**config.mk**
```make
export PLATFORM = sky130hd
export DESIGN_NAME = nvm_margin_test_ctrl
export DESIGN_NICKNAME = d
export VERILOG_FILES = /design/src/include/nvm_test_pkg.sv /design/src/core/nvm_ctrl_decode.sv /design/src/core/nvm_margin_test_ctrl.sv
export VERILOG_INCLUDE_DIRS = /design/src /design/src/include
export SDC_FILE = /design/constraint.sdc
export NUM_CORES = 1
export LEC_CHECK = 0
export BUFFER_PORTS_ARGS = -buffer_cell sky130_fd_sc_hd__buf_2
export CELL_PAD_IN_SITES_DETAIL_PLACEMENT = 0
export CELL_PAD_IN_SITES_GLOBAL_PLACEMENT = 1
export CORE_ASPECT_RATIO = 2
export CORE_UTILIZATION = 47
export CTS_BUF_LIST = sky130_fd_sc_hd__clkbuf_8
export CTS_CLUSTER_DIAMETER = 100
export DETAILED_ROUTE_END_ITERATION = 6
export GPL_TIMING_DRIVEN = 1
export PLACE_DENSITY_LB_ADDON = 0.1
export SKIP_CTS_REPAIR_TIMING = 1
export SYNTH_ARGS = -nofsm -noshare
export SYNTH_HDL_FRONTEND = slang
export SYNTH_HIERARCHICAL = 1
export SYNTH_SLANG_ARGS = --single-unit
```
**constraint.sdc**
```tcl
create_clock -name clk -period 5.5 [get_ports clk]
set_input_delay 0.825 -clock clk [delete_from_list [all_inputs] [get_ports clk]]
set_output_delay 0.825 -clock clk [all_outputs]
set_load 0.01 [all_outputs]
```
**src/include/nvm_test_regs.svh**
```systemverilog
`ifndef NVM_TEST_REGS_SVH
`define NVM_TEST_REGS_SVH

// Clock rate in kHz and settle time in ns.
`define NVM_CLK_KHZ 100000
`define NVM_SETTLE_NS 10000
// Settle cycles, rounded up: ns * kHz / 1e6.
`define NVM_SETTLE_CYC ((`NVM_SETTLE_NS * `NVM_CLK_KHZ + 999999) / 1000000)
// Cycles between address set-up and sampling the data pins.
`define NVM_READ_CYC 4
// Idle levels of the fixed read-path pins.
`define NVM_PROG_IDLE 1'b0
`define NVM_BLOCK_IDLE 1'b0
`define NVM_LOAD_IDLE 1'b1

`endif

```
**src/include/nvm_test_pkg.sv**
```systemverilog
package nvm_test_pkg;

  // Requested operating mode of the macro.
  typedef enum logic [2:0] {
    MODE_STANDBY = 3'b000,
    MODE_READ = 3'b001,
    MODE_MARGIN_ERASED = 3'b010,
    MODE_MARGIN_WRITTEN = 3'b011,
    MODE_CELL_TEST = 3'b100
  } mode_type;

  // Static control levels presented to the macro.
  typedef struct packed {
    logic chipEnable;
    logic readEn;
    logic outputEnable;
    logic marginEnable;
    logic cellTestEnable;
    logic programSelect;
    logic blockSel;
    logic loadBar;
  } ctrl_type;

  // Digital control of the margin current source on the tester side.
  typedef enum logic [1:0] {
    BIAS_OFF = 2'b00,
    BIAS_SOURCE = 2'b01,
    BIAS_SINK = 2'b10,
    BIAS_SUPPLY = 2'b11
  } bias_type;

endpackage : nvm_test_pkg

```
**src/core/nvm_ctrl_decode.sv**
```systemverilog
`timescale 1ns/1ps
`include "nvm_test_regs.svh"

// Maps a mode onto the control pin levels and margin bias setting.
module nvm_ctrl_decode
  import nvm_test_pkg::*;
(
  input wire mode_type mode,
  output ctrl_type ctrl,
  output bias_type bias
);

  // Read-path decode; program pins stay at their read levels.
  always_comb begin
    ctrl = '0;
    bias = BIAS_OFF;
    // read pin levels
    ctrl.programSelect = `NVM_PROG_IDLE;
    ctrl.blockSel = `NVM_BLOCK_IDLE;
    ctrl.loadBar = `NVM_LOAD_IDLE;
    case (mode)
      // standby levels
      MODE_STANDBY: begin
        bias = BIAS_OFF;
      end
      // normal read
      MODE_READ: begin
        ctrl.chipEnable = 1'b1;
        ctrl.readEn = 1'b1;
        ctrl.outputEnable = 1'b1;
      end
      // erased margin levels
      MODE_MARGIN_ERASED: begin
        ctrl.chipEnable = 1'b1;
        ctrl.readEn = 1'b1;
        ctrl.outputEnable = 1'b1;
        ctrl.marginEnable = 1'b1;
        bias = BIAS_SOURCE;
      end
      // written margin sinks
      MODE_MARGIN_WRITTEN: begin
        ctrl.chipEnable = 1'b1;
        ctrl.readEn = 1'b1;
        ctrl.outputEnable = 1'b1;
        ctrl.marginEnable = 1'b1;
        bias = BIAS_SINK;
      end
      // cell test levels
      MODE_CELL_TEST: begin
        ctrl.chipEnable = 1'b1;
        ctrl.readEn = 1'b1;
        ctrl.marginEnable = 1'b1;
        ctrl.cellTestEnable = 1'b1;
        // driver off, supply
        ctrl.outputEnable = 1'b0;
        bias = BIAS_SUPPLY;
      end
      default: begin
        bias = BIAS_OFF;
      end
    endcase
  end

endmodule : nvm_ctrl_decode

```
**src/core/nvm_margin_test_ctrl.sv**
```systemverilog
`timescale 1ns/1ps
`include "nvm_test_regs.svh"

// Behaviour
// read modes hold program_select 0, block 0, load_bar 1.
// margin entered only by raising margin_enable while already reading.
// erased margin: all enables 1 but cell test 0; output 0 passes.
// written margin: same levels, current sunk; output 1 passes.
// macro closes analog switch to data pin when cell test raised.
// cell test keeps output_enable low and margin input at supply.
// cell test: enables 1, output_enable 0; data pin carries current.
// wait at least 10 us after changing margin current before reading.
// all enables 0 gives standby with data pins high impedance.
// enables 1 with margin and cell test 0 gives normal read.
module nvm_margin_test_ctrl
  import nvm_test_pkg::*;
#(
  parameter int ADDR_W = 8,
  parameter int DATA_W = 8,
  parameter int SETTLE_CYC = `NVM_SETTLE_CYC
) (
  input wire logic clk,
  input wire logic rst_b,
  input wire logic reqValid,
  input wire mode_type reqMode,
  input wire logic [ADDR_W-1:0] reqAddr,
  output logic reqReady,
  output logic rspValid,
  output logic [DATA_W-1:0] rspData,
  output logic [DATA_W-1:0] rspPass,
  input wire logic [DATA_W-1:0] dataIn,
  output ctrl_type pinCtrl,
  output bias_type pinBias,
  output logic [ADDR_W-1:0] pinAddr
);

  // Refuse widths and counts that the logic cannot serve.
  if (ADDR_W < 1 || DATA_W < 1 || SETTLE_CYC < 1) begin : g_bad_param
    $error("nvm_margin_test_ctrl: bad parameter");
  end

  typedef enum logic [2:0] {
    ST_IDLE = 3'b000,
    ST_ENTER = 3'b001,
    ST_SETTLE = 3'b010,
    ST_ACCESS = 3'b011,
    ST_DONE = 3'b100
  } state_type;

  localparam int CNT_W = $clog2(SETTLE_CYC + `NVM_READ_CYC + 1);

  state_type state_ff;
  mode_type mode_ff;
  mode_type stepMode;
  bias_type lastBias_ff;
  ctrl_type stepCtrl;
  bias_type stepBias;
  logic [CNT_W-1:0] cnt_ff;
  logic [DATA_W-1:0] sync1_ff;
  logic [DATA_W-1:0] sync2_ff;
  logic [DATA_W-1:0] sync3_ff;
  logic [DATA_W-1:0] stable_ff;

  // Margin modes pass through plain read first, so margin is raised in read.
  always_comb begin
    // read before margin
    if (state_ff == ST_ENTER && mode_ff != MODE_STANDBY) begin
      stepMode = MODE_READ;
    end else if (state_ff == ST_IDLE) begin
      stepMode = MODE_STANDBY;
    end else begin
      stepMode = mode_ff;
    end
  end

  nvm_ctrl_decode u_decode (
    .mode(stepMode),
    .ctrl(stepCtrl),
    .bias(stepBias)
  );

  // Sequencer for one mode access.
  always_ff @(posedge clk) begin
    if (!rst_b) begin
      state_ff <= ST_IDLE;
      mode_ff <= MODE_STANDBY;
      cnt_ff <= '0;
      lastBias_ff <= BIAS_OFF;
    end else begin
      case (state_ff)
        ST_IDLE: begin
          if (reqValid) begin
            mode_ff <= reqMode;
            state_ff <= ST_ENTER;
          end
        end
        ST_ENTER: begin
          state_ff <= ST_SETTLE;
          cnt_ff <= '0;
        end
        ST_SETTLE: begin
          // bias settle wait
          if (stepBias != BIAS_OFF && stepBias != lastBias_ff &&
              cnt_ff < CNT_W'(SETTLE_CYC - 1)) begin
            cnt_ff <= cnt_ff + 1'b1;
          end else begin
            // Tracks the held bias pin, which ignores the off setting.
            if (stepBias != BIAS_OFF) begin
              lastBias_ff <= stepBias;
            end
            cnt_ff <= '0;
            state_ff <= ST_ACCESS;
          end
        end
        ST_ACCESS: begin
          if (cnt_ff < CNT_W'(`NVM_READ_CYC - 1)) begin
            cnt_ff <= cnt_ff + 1'b1;
          end else begin
            state_ff <= ST_DONE;
          end
        end
        ST_DONE: begin
          state_ff <= ST_IDLE;
        end
        default: begin
          state_ff <= ST_IDLE;
        end
      endcase
    end
  end

  // Registered pin drive; standby between accesses.
  always_ff @(posedge clk) begin
    if (!rst_b) begin
      pinCtrl <= '{programSelect: `NVM_PROG_IDLE, blockSel: `NVM_BLOCK_IDLE,
                   loadBar: `NVM_LOAD_IDLE, default: 1'b0};
      pinBias <= BIAS_OFF;
      pinAddr <= '0;
    end else begin
      pinCtrl <= stepCtrl;
      // hold bias between accesses
      // The margin current is unused outside margin and cell test, so the
      // last setting is kept there and only a real change costs a settle.
      if (stepBias != BIAS_OFF) begin
        pinBias <= stepBias;
      end
      if (state_ff == ST_IDLE && reqValid) begin
        pinAddr <= reqAddr;
      end
    end
  end

  // Three-stage synchroniser on the data pins; change taken when 2 and 3 agree.
  always_ff @(posedge clk) begin
    if (!rst_b) begin
      sync1_ff <= '0;
      sync2_ff <= '0;
      sync3_ff <= '0;
      stable_ff <= '0;
    end else begin
      sync1_ff <= dataIn;
      sync2_ff <= sync1_ff;
      sync3_ff <= sync2_ff;
      if (sync2_ff == sync3_ff) begin
        stable_ff <= sync3_ff;
      end
    end
  end

  // Answer and pass flags per bit.
  always_ff @(posedge clk) begin
    if (!rst_b) begin
      rspValid <= 1'b0;
      rspData <= '0;
      rspPass <= '0;
      reqReady <= 1'b0;
    end else begin
      reqReady <= (state_ff == ST_IDLE) && !reqValid;
      rspValid <= (state_ff == ST_DONE);
      if (state_ff == ST_DONE) begin
        rspData <= stable_ff;
        case (mode_ff)
          // zero passes
          MODE_MARGIN_ERASED: rspPass <= ~stable_ff;
          // one passes
          MODE_MARGIN_WRITTEN: rspPass <= stable_ff;
          default: rspPass <= '0;
        endcase
      end
    end
  end

endmodule : nvm_margin_test_ctrl

```
==> run summary <==
The share of final-layout standard cells stronger than drive strength 1 is 0.217. The commonest non-fill, non-tap cell in the layout is sky130_fd_sc_hd__dfxtp_1. Setup repair after global routing left no endpoint under its margin. The worst-case hold slack came out at 0.438 ns. The number of enable flip-flop cells after synthesis came out at 0. The critical path goes through nor3_1 -> a21oi_1 -> nor2_2 -> a22o_1 -> nand2b_1 -> a21oi_1 -> a2bb2oi_4 -> o21ai_4 -> a211oi_1. The top cell types in the final layout, fill and taps aside, are 86 x sky130_fd_sc_hd__dfxtp_1, 57 x sky130_fd_sc_hd__buf_2, 47 x sky130_fd_sc_hd__nand2_1. The final HPWL from detailed placement came out at 4200 µm. The worst setup path is of the flip-flop to flip-flop kind.

The pre-antenna-repair detailed-routing pass consisted of 4 iterations. The minimum setup slack in the final design came out at 2.81 ns. At the pin with the least slew margin, the transition time is 0.610 ns. The final instance count without filler cells came out at 496. The worst setup path is launched from a flip-flop. The post-synthesis cell count came out at 354.

The root cell of the clock tree is sky130_fd_sc_hd__clkbuf_8. The largest net degree at the start of global routing came out at 42. The first-pass GRT wire length is 9870 µm.

The number of global-route vias before repair came out at 2250. The total instance count after detailed placement came out at 480. The worst register-to-register path has a depth of 9. The H-tree generated during clock tree synthesis spans 3 levels.

The floorplan die area is 7510 µm². The synthesized design spends more area on one cell type than any other, namely sky130_fd_sc_hd__dfxtp_1. The area inside the core boundary came out at 6940 µm². Yosys attributes the largest share of cell area to sky130_fd_sc_hd__dfxtp_1 51%, sky130_fd_sc_hd__and2_1 6.1%, sky130_fd_sc_hd__xnor2_1 5.5%. For this design the ratio of total power to cell area is 303 nW/µm².

The number of nets in the layout came out at 424. The number of diodes added for antenna fixing is 0. The flow ran to the end, and the final reports show no timing, DRC or antenna violations. The largest voltage drop on the vdd net is 0.000203 V. Of all nets on the critical path, the largest fanout is 13. The leakage power of the design is 1.50 nW. The core utilization of the finished layout is 0.552. The proportion of synthesized flip-flops having asynchronous set or reset came out at 0. The final period demand of the worst path came out at 2.69 ns. The worst register-to-register path has a setup slack of 2.81 ns. The min-delay analysis places its worst path in the category flip-flop to flip-flop. The die is 122 µm tall. Summed over all failing endpoints, the final setup total negative slack is 0 ns.

The maximum clock insertion buffer count is 2. At the worst endpoint, the required time is 5.77 ns. The mean cell area of the mapped netlist came out at 9.49 µm². The pre-CTS setup slack came out at 2.81 ns. The cell area after placement is 3650 µm². The final instance area is 3830 µm².

For the worst-skew pair, the clock arrives at the later sink with an insertion delay of 0.35 ns. The number of warnings printed during yosys synthesis is 6. The number of maximum-capacitance violations came out at 0.

The final routed wirelength across all metal layers is 5940 µm. The achievable clock frequency is 372 MHz. The post-detailed-route count of antenna-violating nets is 0.

Data arrives at the worst endpoint at 2.96 ns. The library cell contributing the largest single delay on the critical path is sky130_fd_sc_hd__dfxtp_1. The final weighted congestion of routability-driven global placement came out at 0.849. The number of buffers inserted during clock tree synthesis came out at 9. The most used flip-flop cell after synthesis is sky130_fd_sc_hd__dfxtp_1. The worst-case clock skew is 0.00798 ns.

The total global routing track utilization came out at 0.179. The filler cells instantiated in the layout total 682. The share of the Yosys chip area taken by registers is 0.512. Summed over all layers, the global routing overflow is 0. The cell depth of the worst min-delay path came out at 1. The total count of hold-check failures in the final report came out at 0.

The initial antenna violation count is 0. The die width is 61.8 µm. The post-route total power is 1.16 mW. The post-route fraction of the period consumed by the critical path is 0.488. Compared with the post-synthesis result, the final layout area differs by 14.1%.

TritonCTS built the clock tree. The most used cell along the critical path is sky130_fd_sc_hd__a21oi_1. The worst setup path is captured at a flip-flop. Of the post-synthesis cell area, the dominant cell type holds 0.512. The number of port buffers is 57. The number of remaining DRC errors is 0.

The count of vias placed by the detailed router came out at 2434. The setup-violating endpoint count in the final report came out at 0. Yosys mapped the design onto 49 distinct sky130hd cell types. The clock drives 86 sinks. The number of pins exceeding their max-slew limit in the final report came out at 0. The via density per instance is 4.91.

The clock-pin slew of the registers on the worst-case setup and hold paths came out at 0.08 ns. The synthesized flop and latch total came out at 86. Pin placement for this block handled 58 I/O pins. The starting DRC count in detailed routing came out at 104. The wire length per cell after detailed routing is 12.0 µm. The starting utilization of the core area came out at 0.484. The cell row count is 43.

The worst pin sits at a relative slew slack of 0.592. On the worst path, the slowest cell contributes a delay of 0.62 ns. The synthesized netlist occupies a cell area of 3360 µm².
critical path: cells and delay by family, from the launching register on:
| kind | cells | cell delay, ns |
|---|---|---|
| and+or+nand+nor | 3 | 0.42 |
| DFF | 1 | 0.62 |
| AOI/OAI and AO/OA | 6 | 1.55 |
worst paths after layout:
path / startpoint / endpoint
max: state_ff[0] / cnt_ff[5]
max reg2reg: state_ff[0] / cnt_ff[5]
min: sync1_ff[1] / sync2_ff[1]
min reg2reg: sync1_ff[1] / sync2_ff[1]
where the power goes:
group | switching [mW] | internal (mW)
sequential | 0.0148 | 0.642
clock | 0.217 | 0.189
combinational | 0.0574 | 0.0426
kinds of logic after synthesis:
kind of cell    after synthesis  share of synthesized area
simple gates                145                      0.224
buf+inv                      26                     0.0391
compound gates               62                      0.132
xor+xnor                     24                     0.0626
fa+ha+maj                     1                    0.00372
other cells                   2                    0.00224
flops                        86                      0.512
mux                           8                     0.0238
area by class of cell:
| class | instances | area (µm²) | area share |
|---|---|---|---|
| well taps | 90 | 113 | 0.0294 |
| repair buffers | 58 | 293 | 0.0764 |
| flip-flops and latches | 86 | 1720 | 0.449 |
| clock inverters | 5 | 33.8 | 0.00881 |
| multi-input cells | 243 | 1510 | 0.394 |
| inverters | 3 | 11.3 | 0.00294 |
| clock buffers | 11 | 151 | 0.0395 |
state kept, by name, indices dropped and copies added, names as in the netlist, 8 cells and up:
signal,count
cnt_ff,10
pinAddr,8
pinCtrl,8
rspData,8
rspPass,8
stable_ff,8
sync1_ff,8
sync2_ff,8
sync3_ff,8
synth_stat cells, drive strengths merged (4+ instances only):
cell and count:
a21oi 27, nor3 6, buf 11, o21a 4, nand2b 5, o21ai 4, nor2b 5, mux2i 8
dfxtp 86, and2 34, a22oi 8, clkbuf 12, nand3 4, nor2 29, a211oi 6, nand2 47
xnor2 21
routing by layer:
metal | wire, µm | vias up | GRT usage
li1 | - | 1272 | -
met1 | 2590 | 1099 | 0.196
met2 | 2990 | 53 | 0.298
met3 | 229 | 10 | 0.0425
met4 | 133 | 0 | 0.107
met5 | 0 | - | 0
(Power assumes the default switching activity.)
